## src/rtl/tick_pkg.sv

```systemverilog
// constants shared by the periodic tick interrupt timers
// assumes a classic wishbone register bus with 32-bit data
package tick_pkg;
  localparam logic [3:0] ADR_SRC0    = 4'h0;
  localparam logic [3:0] ADR_SRC1    = 4'h4;
  localparam logic [3:0] ADR_CTRL0   = 4'h8;
  localparam logic [3:0] ADR_CTRL1   = 4'hC;
  localparam logic [3:0] ADR_IRQCTL  = 4'h0;
  localparam int         ADR_W       = 5;
  localparam logic [4:0] ADR_IRQ     = 5'h10;
  localparam logic [4:0] ADR_STATUS  = 5'h14;
  localparam logic [4:0] ADR_MASK    = 5'h18;
  localparam int         ON_BIT      = 7;
  localparam int         PRE_LSB     = 4;
  localparam int         SEL_W       = 2;
  localparam int         PER_W       = 3;
  localparam int         PERIOD_BASE = 8;
  localparam int         SYS_DIV     = 4;
  localparam logic [1:0] SEL_SYS     = 2'h0;
  localparam logic [1:0] SEL_SYS4    = 2'h1;
  localparam logic [7:0] CTRL_RST    = 8'h00;
endpackage : tick_pkg

```

## src/rtl/tick_sync.sv

```systemverilog
// two-flop synchroniser for a level from another clock domain
// assumes clk_i is the block clock
`timescale 1ns/1ps
`default_nettype none
module tick_sync (
  input  wire logic clk_i,
  input  wire logic rst_i,
  input  wire logic d_i,
  output logic      q_o
);
  logic meta_q;
  always_ff @(posedge clk_i) begin
    if (rst_i) begin
      meta_q <= 1'b0;
      q_o    <= 1'b0;
    end else begin
      meta_q <= d_i;
      q_o    <= meta_q;
    end
  end
endmodule : tick_sync
`default_nettype wire

```

## src/rtl/tick_gen.sv

```systemverilog
// one tick generator: source select, pre-divider and period divider
// assumes clock-source ticks arrive as one-cycle enables on clk_i
`timescale 1ns/1ps
`default_nettype none
module tick_gen #(
  parameter int CNT_W = 23
) (
  input  wire logic       clk_i,
  input  wire logic       rst_i,
  input  wire logic       on_i,
  input  wire logic       deep_sleep_i,
  input  wire logic       use_lirc_i,
  input  wire logic [1:0] source_i,
  input  wire logic [2:0] predivider_i,
  input  wire logic [2:0] period_i,
  input  wire logic       sys_tick_i,
  input  wire logic       sys4_tick_i,
  input  wire logic       sub_tick_i,
  input  wire logic       lirc_tick_i,
  output logic            overflow_o
);
  if (CNT_W < 23) begin : g_cnt_check
    $error("tick_gen counter too narrow");
  end
  logic             src_tick;
  logic [CNT_W-1:0] cnt_q;
  logic [CNT_W-1:0] cnt_d;
  logic             first_q;
  logic [4:0]       expo;
  always_comb begin
    if (use_lirc_i && deep_sleep_i) src_tick = lirc_tick_i;
    else if (source_i[1]) src_tick = sub_tick_i;
    else if (source_i == tick_pkg::SEL_SYS4) src_tick = sys4_tick_i;
    else src_tick = sys_tick_i;
  end
  // total exponent = predivider + period base + period code
  assign expo = 5'(predivider_i) + 5'(tick_pkg::PERIOD_BASE) + 5'(period_i);
  assign cnt_d = cnt_q + CNT_W'(1);
  always_comb begin
    if (first_q && !deep_sleep_i)
      overflow_o = src_tick && (cnt_d == (CNT_W'(1) << (expo - 5'h1)));
    else
      overflow_o = src_tick && (cnt_d == (CNT_W'(1) << expo));
  end
  always_ff @(posedge clk_i) begin
    if (rst_i || !on_i) begin
      cnt_q   <= '0;
      first_q <= 1'b1;
    end else if (overflow_o) begin
      cnt_q   <= '0;
      first_q <= 1'b0;
    end else if (src_tick) begin
      cnt_q <= cnt_d;
    end
  end
endmodule : tick_gen
`default_nettype wire

```

## src/rtl/tick_timers.sv

```systemverilog
// periodic tick interrupt timers with wishbone registers
// assumes sub and low-speed clocks arrive as asynchronous pin levels
// Summary of operation
// - each generator overflow sets its own request flag
// - vector branch needs global enable and the generator's own enable
// - call only when enabled, stack not full, and overflow pending
// - servicing clears that request flag and the global enable
// - pre-divider (generator 0 only) and period bits set the divide ratio
// - source 0: 00 system, 01 system/4, 1x sub clock
// - source 1 uses the same encoding
// - deep sleep clocks generator 0 from the low-speed oscillator
// - source register bits 7 to 2 read as zero
// - period code 000..111 gives 2^8..2^15 prescaled periods
// - generator 1 on bit is bit 7, resets to zero
// - first interval after enable is half, outside deep sleep
`timescale 1ns/1ps
`default_nettype none
module tick_timers (
  input  wire logic        clk_i,
  input  wire logic        rst_i,
  input  wire logic        cyc_i,
  input  wire logic        stb_i,
  input  wire logic        we_i,
  input  wire logic [4:0]  adr_i,
  input  wire logic [3:0]  sel_i,
  input  wire logic [31:0] dat_i,
  output logic [31:0]      dat_o,
  output logic             ack_o,
  input  wire logic        sub_clock_i,
  input  wire logic        low_speed_internal_osc_i,
  input  wire logic        deep_sleep_i,
  input  wire logic        stack_full_i,
  input  wire logic        irq_ack_i,
  output logic             vector0_req_o,
  output logic             vector1_req_o,
  output logic             irq_o
);
  logic [1:0] src0_q, src1_q;
  logic [7:0] ctrl0_q, ctrl1_q;
  logic       global_irq_enable_q, tick0_irq_enable_q, tick1_irq_enable_q;
  logic [1:0] status_q, mask_q;
  logic [1:0] div4_q;
  logic       sub_s, sub_d_q, lirc_s, lirc_d_q, sleep_s;
  logic       sub_tick, lirc_tick, sys4_tick;
  logic [1:0] ovf;
  logic       wr, rd_ok, take0, take1;

  tick_sync u_sub (.clk_i(clk_i), .rst_i(rst_i), .d_i(sub_clock_i),
                   .q_o(sub_s));
  tick_sync u_lirc (.clk_i(clk_i), .rst_i(rst_i),
                    .d_i(low_speed_internal_osc_i), .q_o(lirc_s));
  tick_sync u_sleep (.clk_i(clk_i), .rst_i(rst_i), .d_i(deep_sleep_i),
                     .q_o(sleep_s));

  // rising edges of synchronised slow clocks, and a divide-by-four tick
  always_ff @(posedge clk_i) begin
    if (rst_i) begin
      sub_d_q  <= 1'b0;
      lirc_d_q <= 1'b0;
      div4_q   <= 2'h0;
    end else begin
      sub_d_q  <= sub_s;
      lirc_d_q <= lirc_s;
      div4_q   <= div4_q + 2'h1;
    end
  end
  assign sub_tick  = sub_s & ~sub_d_q;
  assign lirc_tick = lirc_s & ~lirc_d_q;
  assign sys4_tick = (div4_q == 2'(tick_pkg::SYS_DIV - 1));

  tick_gen u_gen0 (
    .clk_i        (clk_i),
    .rst_i        (rst_i),
    .on_i         (ctrl0_q[tick_pkg::ON_BIT]),
    .deep_sleep_i (sleep_s),
    .use_lirc_i   (1'b1),
    .source_i     (src0_q),
    .predivider_i (ctrl0_q[6:4]),
    .period_i     (ctrl0_q[2:0]),
    .sys_tick_i   (1'b1),
    .sys4_tick_i  (sys4_tick),
    .sub_tick_i   (sub_tick),
    .lirc_tick_i  (lirc_tick),
    .overflow_o   (ovf[0])
  );
  tick_gen u_gen1 (
    .clk_i        (clk_i),
    .rst_i        (rst_i),
    .on_i         (ctrl1_q[tick_pkg::ON_BIT]),
    .deep_sleep_i (sleep_s),
    .use_lirc_i   (1'b0),
    .source_i     (src1_q),
    .predivider_i (3'h0),
    .period_i     (ctrl1_q[2:0]),
    .sys_tick_i   (1'b1),
    .sys4_tick_i  (sys4_tick),
    .sub_tick_i   (sub_tick),
    .lirc_tick_i  (lirc_tick),
    .overflow_o   (ovf[1])
  );

  assign wr    = cyc_i & stb_i & we_i & ~ack_o & sel_i[0];
  assign rd_ok = cyc_i & stb_i & ~ack_o;

  // vector call: enables set, stack not full, flag pending
  assign vector0_req_o = global_irq_enable_q & tick0_irq_enable_q
                       & status_q[0] & ~stack_full_i;
  assign vector1_req_o = global_irq_enable_q & tick1_irq_enable_q
                       & status_q[1] & ~stack_full_i & ~vector0_req_o;
  assign take0 = irq_ack_i & vector0_req_o;
  assign take1 = irq_ack_i & vector1_req_o;
  assign irq_o = |(status_q & mask_q);

  always_ff @(posedge clk_i) begin
    if (rst_i) begin
      src0_q  <= 2'h0;
      src1_q  <= 2'h0;
      ctrl0_q <= tick_pkg::CTRL_RST;
      ctrl1_q <= tick_pkg::CTRL_RST;
      mask_q  <= 2'h0;
    end else if (wr) begin
      unique case (adr_i)
        5'(tick_pkg::ADR_SRC0): src0_q <= dat_i[1:0];
        5'(tick_pkg::ADR_SRC1): src1_q <= dat_i[1:0];
        5'(tick_pkg::ADR_CTRL0): ctrl0_q <= dat_i[7:0] & 8'hF7;
        5'(tick_pkg::ADR_CTRL1): ctrl1_q <= dat_i[7:0] & 8'h87;
        tick_pkg::ADR_MASK: mask_q <= dat_i[1:0];
        default: ;
      endcase
    end
  end

  // global and local enables; servicing drops the global enable
  always_ff @(posedge clk_i) begin
    if (rst_i) begin
      global_irq_enable_q <= 1'b0;
      tick0_irq_enable_q  <= 1'b0;
      tick1_irq_enable_q  <= 1'b0;
    end else begin
      if (take0 || take1) global_irq_enable_q <= 1'b0;
      else if (wr && adr_i == tick_pkg::ADR_IRQ)
        global_irq_enable_q <= dat_i[0];
      if (wr && adr_i == tick_pkg::ADR_IRQ) begin
        tick0_irq_enable_q <= dat_i[1];
        tick1_irq_enable_q <= dat_i[2];
      end
    end
  end

  // sticky flags: overflow set wins over clear
  always_ff @(posedge clk_i) begin
    if (rst_i) begin
      status_q <= 2'h0;
    end else begin
      for (int i = 0; i < 2; i++) begin
        if (ovf[i]) status_q[i] <= 1'b1;
        else if ((i == 0 && take0) || (i == 1 && take1))
          status_q[i] <= 1'b0;
        else if (wr && adr_i == tick_pkg::ADR_STATUS && dat_i[i])
          status_q[i] <= 1'b0;
      end
    end
  end

  always_ff @(posedge clk_i) begin
    if (rst_i) begin
      ack_o <= 1'b0;
      dat_o <= 32'h0000_0000;
    end else begin
      ack_o <= rd_ok;
      dat_o <= 32'h0000_0000;
      if (rd_ok) begin
        unique case (adr_i)
          5'(tick_pkg::ADR_SRC0): dat_o <= {30'h0, src0_q};
          5'(tick_pkg::ADR_SRC1): dat_o <= {30'h0, src1_q};
          5'(tick_pkg::ADR_CTRL0): dat_o <= {24'h0, ctrl0_q};
          5'(tick_pkg::ADR_CTRL1): dat_o <= {24'h0, ctrl1_q};
          tick_pkg::ADR_IRQ: dat_o <= {29'h0, tick1_irq_enable_q,
                                       tick0_irq_enable_q,
                                       global_irq_enable_q};
          tick_pkg::ADR_STATUS: dat_o <= {30'h0, status_q};
          tick_pkg::ADR_MASK: dat_o <= {30'h0, mask_q};
          default: dat_o <= 32'h0000_0000;
        endcase
      end
    end
  end
endmodule : tick_timers
`default_nettype wire

```

## config.mk

```make
export PLATFORM = sky130hd
export DESIGN_NAME = tick_timers
export DESIGN_NICKNAME = d
export VERILOG_FILES = /design/src/rtl/tick_pkg.sv /design/src/rtl/tick_sync.sv /design/src/rtl/tick_gen.sv /design/src/rtl/tick_timers.sv
export SDC_FILE = /design/constraint.sdc
export NUM_CORES = 1
export LEC_CHECK = 0
export BUFFER_PORTS_ARGS = -buffer_cell sky130_fd_sc_hd__buf_2
export CORE_MARGIN = 3
export CORE_UTILIZATION = 36
export CTS_BUF_LIST = sky130_fd_sc_hd__clkbuf_4 sky130_fd_sc_hd__clkbuf_8 sky130_fd_sc_hd__clkbuf_16
export DETAILED_ROUTE_END_ITERATION = 7
export SKIP_LAST_GASP = 1
export SLEW_MARGIN = 20
export SYNTH_ARGS = -nofsm -noshare
export SYNTH_HDL_FRONTEND = slang
export SYNTH_HIERARCHICAL = 1
export SYNTH_SLANG_ARGS = --single-unit
```

## constraint.sdc

```tcl
create_clock -name clk_i -period 8.9 [get_ports clk_i]
set_input_delay 1.78 -clock clk_i [delete_from_list [all_inputs] [get_ports clk_i]]
set_output_delay 1.78 -clock clk_i [all_outputs]
set_load 0.05 [all_outputs]
```

# --- Yosys cells after proc, flatten, opt, wreduce, memory -nomap -nowiden ---
# Index checks and enable logic that the tools add are counted.
classes:
  n_addsub: 8
  mul: 0
  div: 0
  magnitude_cmp: 0
  n_eq_ne: 13
  shift: 4
  n_mux: 14
  n_bitwise: 23
  reduce_logical: 29
op_table:
  columns: ["op", "count"]
  rows:
  - ["equality test 23 bit", 4]
  - ["left shift 1 x 5 -> 23 bit (first input constant)", 4]
  - ["case mux 8 bit (7 select lines)", 1]
  - ["adder 23 x 1 -> 23 bit (second input constant)", 2]
  - ["bitwise AND 1 bit", 16]
  - ["equality test 5 bit (second input constant)", 3]
  - ["2-to-1 mux 1 bit", 13]
  - ["equality test 5 x 4 -> 1 bit (second input constant)", 2]
  - ["logical AND 1 bit", 10]
  - ["AND reduction 2 bit", 5]
  - ["OR reduction 2 bit", 5]
  - ["subtractor 5 x 1 -> 5 bit (second input constant)", 2]
  - ["inverter 1 bit", 6]
  - ["nonzero test 3 bit", 2]
  - ["adder 3 x 4 -> 5 bit (second input constant)", 1]
  - ["adder 4 x 3 -> 5 bit (first input constant)", 1]
  - ["adder 5 x 3 -> 5 bit", 1]
  - ["equality test 5 x 3 -> 1 bit (second input constant)", 1]
  - ["zero test 5 bit", 1]
  - ["equality test 2 x 1 -> 1 bit (second input constant)", 2]
  - ["zero test 1 bit", 3]
  - ["logical OR 1 bit", 3]
  - ["adder 2 x 1 -> 2 bit (second input constant)", 1]
  - ["bitwise AND 2 bit", 1]
  - ["equality test 2 bit (second input constant)", 1]
totals:
  ff_bits: 113
  latch_bits: 0
  ram_bits: 0
  romBits: 0
  input_bits: 51
  output_inout_bits: 36
  elab_cells: 116
  memories: 0

# --- Longest topological paths before layout ---
depth:
  ltp_word: 9
  depth_mapped: 16
  mapped_depth_nobuf: 15

# --- Modules after synthesis ---
# Netlist, hierarchy kept.
modules_own_cells:
  columns: ["mod", "n_inst", "cells_per_inst", "area_per_inst_um2", "seq_area_each_um2"]
  rows:
  - ["tick_gen", 2, 347, 2738.9, 480.5]
  - ["tick_timers", 1, 191, 1809.2, 680.7]
  - ["tick_sync", 3, 4, 52.6, 40.0]

# --- Least setup slack after synthesis ---
# Ideal clock, no wire load.
synth_path:
  path_type: "input to output"
  from: "input stack_full_i"
  to: "output vector1_req_o"
  t_arrival_ns: 3.090
  required_time_ns: 7.120
  path_slack_ns: 4.030
  path_stages: 2
  path_buffers: 0
  cell_sequence: "nand2b_1 > nor3b_1"
synth_between:
  elab_chain_len: 4
  elab_cells_between_ends: 5
  classes_between: "bitwise (5)"
synth_rtl:
  columns: ["item", "line", "rtl"]
  rows:
  - ["start, declared", "tick_timers.sv:32", "input wire logic stack_full_i,"]
  - ["inverter 1 bit (*)", "tick_timers.sv:107, tick_timers.sv:109", null]
  - ["bitwise AND 1 bit", "tick_timers.sv:107", "& status_q[0] & ~stack_full_i;"]
  - ["inverter 1 bit", "tick_timers.sv:109", "& status_q[1] & ~stack_full_i & ~vector0_req_o;"]
  - ["bitwise AND 1 bit (*)", "tick_timers.sv:109", null]
  - ["end, declared", "tick_timers.sv:35", "output logic vector1_req_o,"]
# Every way passes the cells marked *; elsewhere a longest branch is shown, timed or not.

# --- Worst setup path in the final report ---
layout_path:
  from: "register ctrl0_q[4]"
  to: "register status_q[0]"
layout_between:
  elab_chain_len: 8
  elab_cells_between_ends: 12
  classes_between: "add/sub (3); eq/ne (2); shift (2); mux (2); reduce/logical (3)"
layout_rtl:
  columns: ["item", "line", "rtl"]
  rows:
  - ["start, declared", "tick_timers.sv:39", "logic [7:0] ctrl0_q, ctrl1_q;"]
  - ["start signal, assigned", "tick_timers.sv:118", "ctrl0_q <= tick_pkg::CTRL_RST;"]
  - ["start signal, assigned", "tick_timers.sv:125", "5'(tick_pkg::ADR_CTRL0): ctrl0_q <= dat_i[7:0] & 8'hF7;"]
  - ["adder 3 x 4 -> 5 bit (*)", "tick_gen.sv:37", "assign expo = 5'(predivider_i) + 5'(tick_pkg::PERIOD_BASE) + 5'(period_i);"]
  - ["adder 5 x 3 -> 5 bit (*)", "tick_gen.sv:37", null]
  - ["subtractor 5 x 1 -> 5 bit", "tick_gen.sv:41", "overflow_o = src_tick && (cnt_d == (CNT_W'(1) << (expo - 5'h1)));"]
  - ["left shift 1 x 5 -> 23 bit", "tick_gen.sv:41", null]
  - ["equality test 23 bit", "tick_gen.sv:41", null]
  - ["logical AND 1 bit", "tick_gen.sv:41", null]
  - ["2-to-1 mux 1 bit (*)", "tick_gen.sv:40", "if (first_q && !deep_sleep_i)"]
  - ["via ovf[0]", "tick_timers.sv:45", "logic [1:0] ovf;"]
  - ["nonzero test 3 bit (no line) or 2-to-1 mux 1 bit (tied branches)", null, null]
  - ["end signal, assigned", "tick_timers.sv:153", "status_q <= 2'h0;"]
  - ["end signal, assigned by index", "tick_timers.sv:156", "if (ovf[i]) status_q[i] <= 1'b1;"]
  - ["end signal, assigned by index", "tick_timers.sv:158", "status_q[i] <= 1'b0;"]
  - ["end, declared", "tick_timers.sv:41", "logic [1:0] status_q, mask_q;"]
# Mark *: on every way through the listed nets, which the timed path passes. The rest lies on a longest branch.
# A chain may end at the register's enable or synchronous reset.

==> results.sh <==
export IMPL_outcome="finished clean"
export IMPL_area_growth_pct=6.42
export IMPL_vias=6290
export IMPL_dp_cells=1166
export IMPL_io_pins=87
export IMPL_path_clk_slew_ns=0.07
export IMPL_layoutNonFillerInstCount=1183
export IMPL_drive_gt1_share_pct=16.4
export IMPL_hold_depth=1
export IMPL_powerDensity_nw_per_um2=110
export IMPL_ys_flop_type="dfxtp_1"
export IMPL_layout_commonest_cell="dfxtp_1"
export IMPL_cts_buffer_depth=2
export IMPL_fin_crit_sh_pct=54.1
export IMPL_cts_root_buffer="clkbuf_16"
export IMPL_nets=979
export IMPL_min_path_type="reg -> reg"
export IMPL_crit_fanout=12
export IMPL_numCtsBuffers=9
export IMPL_grtUsageMet3_pct=1.51
export IMPL_critPathKind="reg -> reg"
export IMPL_fin_setup_tns_ns=0
export IMPL_diodes=0
export IMPL_netlist_area_um2=7440
export IMPL_skew_ns=0.0125
export IMPL_overflow=0
export IMPL_slowest_delay_ns=0.90
export IMPL_multi_input_area_um2=5250
export IMPL_p_leak_nw=2.79
export IMPL_gr_usage_met1_pct=23.3
export IMPL_place_congestion=0.852
export IMPL_path_buf_inv=0
export IMPL_dieArea_um2=22400
export IMPL_totalWireLength_mm=17.4
export IMPL_yosys_area_share_adder_pct=2.92
export IMPL_rsz0062_at_grt="no"
export IMPL_synth_top_family_by_area="simple AND/OR/NAND/NOR gates"
export IMPL_ctsResizeCount=0
export IMPL_synth_seq_cells=88
export IMPL_insertion_delay_ns=0.35
export IMPL_grt_max_degree=48
export IMPL_cts_sinks=88
export IMPL_post_cts_buffers=0
export IMPL_io_buffer_count=33
export IMPL_cp_top_family="simple AND/OR/NAND/NOR gates"
export IMPL_grt_total_usage_pct=15.8
export IMPL_hold_buffers=0
export IMPL_final_cell_mix="88 x dfxtp_1, 86 x nand2_1, 66 x xnor2_1, 59 x nor2_1, 44 x nand3_1"
export IMPL_setup_violations=0
export IMPL_dr_pass1_iters=5
export IMPL_synth_simple_area_share_pct=34.5
export IMPL_core_um2=19900
export IMPL_tightest_slew_ns=1.03
export IMPL_wl_per_cell_um=14.7
export IMPL_busiest_layer="met2"
export IMPL_row_count=51
export IMPL_slew_viol_final=0
export IMPL_vias_per_cell=5.32
export IMPL_netlist_instances=897
export IMPL_cts_tree="built"
export IMPL_drt_iter0_drc=453
export IMPL_hold_viol=0
export IMPL_drtAntennaViolNets=0
export IMPL_use_met2_pct=24.6
export IMPL_slowest_stage="fa_1"
export IMPL_worstPathRequired_ns=9.17
export IMPL_fmax_mhz=208
export IMPL_drc=0
export IMPL_fin_crit_ns=4.81
export IMPL_cp_cell_sequence="ha_1 > fa_1 > fa_1 > xnor2_1 > o21ai_1 > o22a_1 > o211ai_1 > nor4b_1 > nand4_1 > nor4_1 > nand3b_1 > nor4_1 > nor3_1"
export IMPL_r2r_cells=13
export IMPL_slew_headroom_pct=30.4
export IMPL_grt_pass1_vias=5829
export IMPL_ys_seq_area_share_pct=23.7
export IMPL_syn_area_per_cell_um2=8.30
export IMPL_dieHeight_um=150
export IMPL_cp_depth=13
export IMPL_h_tree_depth=3
export IMPL_synthMuxAreaShare_pct=4.91
export IMPL_synth_xor_area_share_pct=11.3
export IMPL_synth_compound_area_share_pct=15.1
export IMPL_startpoint_type="flop"
export IMPL_fillCellCount=2075
export IMPL_antenna_found_initial=0
export IMPL_dp_hpwl_mm=13.0
export IMPL_drv_cap=0
export IMPL_start_util_pct=37.4
export IMPL_synth_edf_count=0
export IMPL_arrival_ns=5.08
export IMPL_async_flop_share_pct=0
export IMPL_grt_pass1_wl_mm=29.5
export IMPL_seqCellArea_um2=1760
export IMPL_vdd_drop_max_mv=0.0835
export IMPL_post_synth_num_cell_types=81
export IMPL_ys_warn_count=6
export IMPL_endpoint_kind="flop"
export IMPL_die_x_um=150
## cell type report
type / count / share of cell area, %
Multi-Input combinational cell: 751 / 66.3
Sequential cell: 88 / 22.2
Tap cell: 265 / 4.19
Clock buffer: 9 / 2.84
Timing Repair Buffer: 36 / 2.42
Inverter: 27 / 1.28
Clock inverter: 7 / 0.742
## registers in the layout, indices dropped and copies added, names as in the netlist, 4 cells and up
signal,cells
u_gen0/cnt_q,23
dat_o,7
u_gen1/cnt_q,23
ctrl0_q,7
ctrl1_q,4
## logic make-up (layout without fill, tap and decap cells)
family | count (synthesis) | count (layout)
AO/OA/AOI/OAI | 140 | 140
XOR/XNOR | 92 | 92
adder cells (fa/ha/maj) | 15 | 15
buffers and inverters | 92 | 79
flip-flops | 88 | 88
multiplexers | 36 | 36
other | 2 | 36
AND/OR/NAND/NOR | 432 | 432
## Yosys cell counts (12+ instances only)
library cell	count	area share, %
nor3_1	23	1.5
a21oi_1	13	0.87
nor2_2	14	1.2
xor2_1	24	2.8
dfxtp_1	88	24
nand2b_1	34	2.9
mux2i_1	32	4.3
nand2_1	86	4.3
and3_1	14	1.2
nor3_2	28	3.8
buf_4	33	3.3
nand4_1	19	1.6
xnor2_1	66	7.8
nand3_1	44	3.0
o21ai_1	12	0.81
nor2b_1	20	1.7
nor2_1	59	3.0
inv_1	25	1.3
## report_power, final
group / internal, mW / total (mW) / switching [mW] / leakage (nW)
combinational: 0.0287 / 0.0989 / 0.0702 / 1.94
sequential: 0.396 / 0.398 / 0.00155 / 0.711
clock: 0.195 / 0.375 / 0.180 / 0.139
total: 0.619 / 0.872 / 0.252 / 2.79
## routing by layer
layer,wire (um),vias up,part of all wire (%)
met5,0,-,0
li1,-,3185,-
met2,7700,120,44
met1,8940,2967,52
met4,261,0,1.5
met3,451,18,2.6
## per-stage QoR
| stage | utilization, % | total power [mW] | area [um2] | hold WS, ns | worst slack, ns |
|---|---|---|---|---|---|
| 2_1_floorplan | - | 0.495 | 7570 | 0.399 | 4.03 |
| 5_1_grt | 39.8 | 0.909 | 7920 | 0.449 | 3.86 |
| 4_1_cts | 39.7 | 0.885 | 7910 | 0.427 | 4.15 |
| 6_report | 39.8 | 0.872 | 7920 | 0.426 | 4.09 |
| 3_5_place_dp | 38.3 | 0.504 | 7630 | 0.417 | 4.18 |
| 3_3_place_gp | 38.3 | 0.505 | 7630 | 0.416 | 4.15 |
## final timing paths
| kind | startpoint | end | slack [ns] |
|---|---|---|---|
| max | ctrl0_q[4] | status_q[0] | 4.09 |
| min | div4_q[0] | div4_q[0] | 0.43 |
| max reg2reg | ctrl0_q[4] | status_q[0] | 4.09 |
| min reg2reg | div4_q[0] | div4_q[0] | 0.43 |
Note: power is estimated with default switching activity, not from simulation.
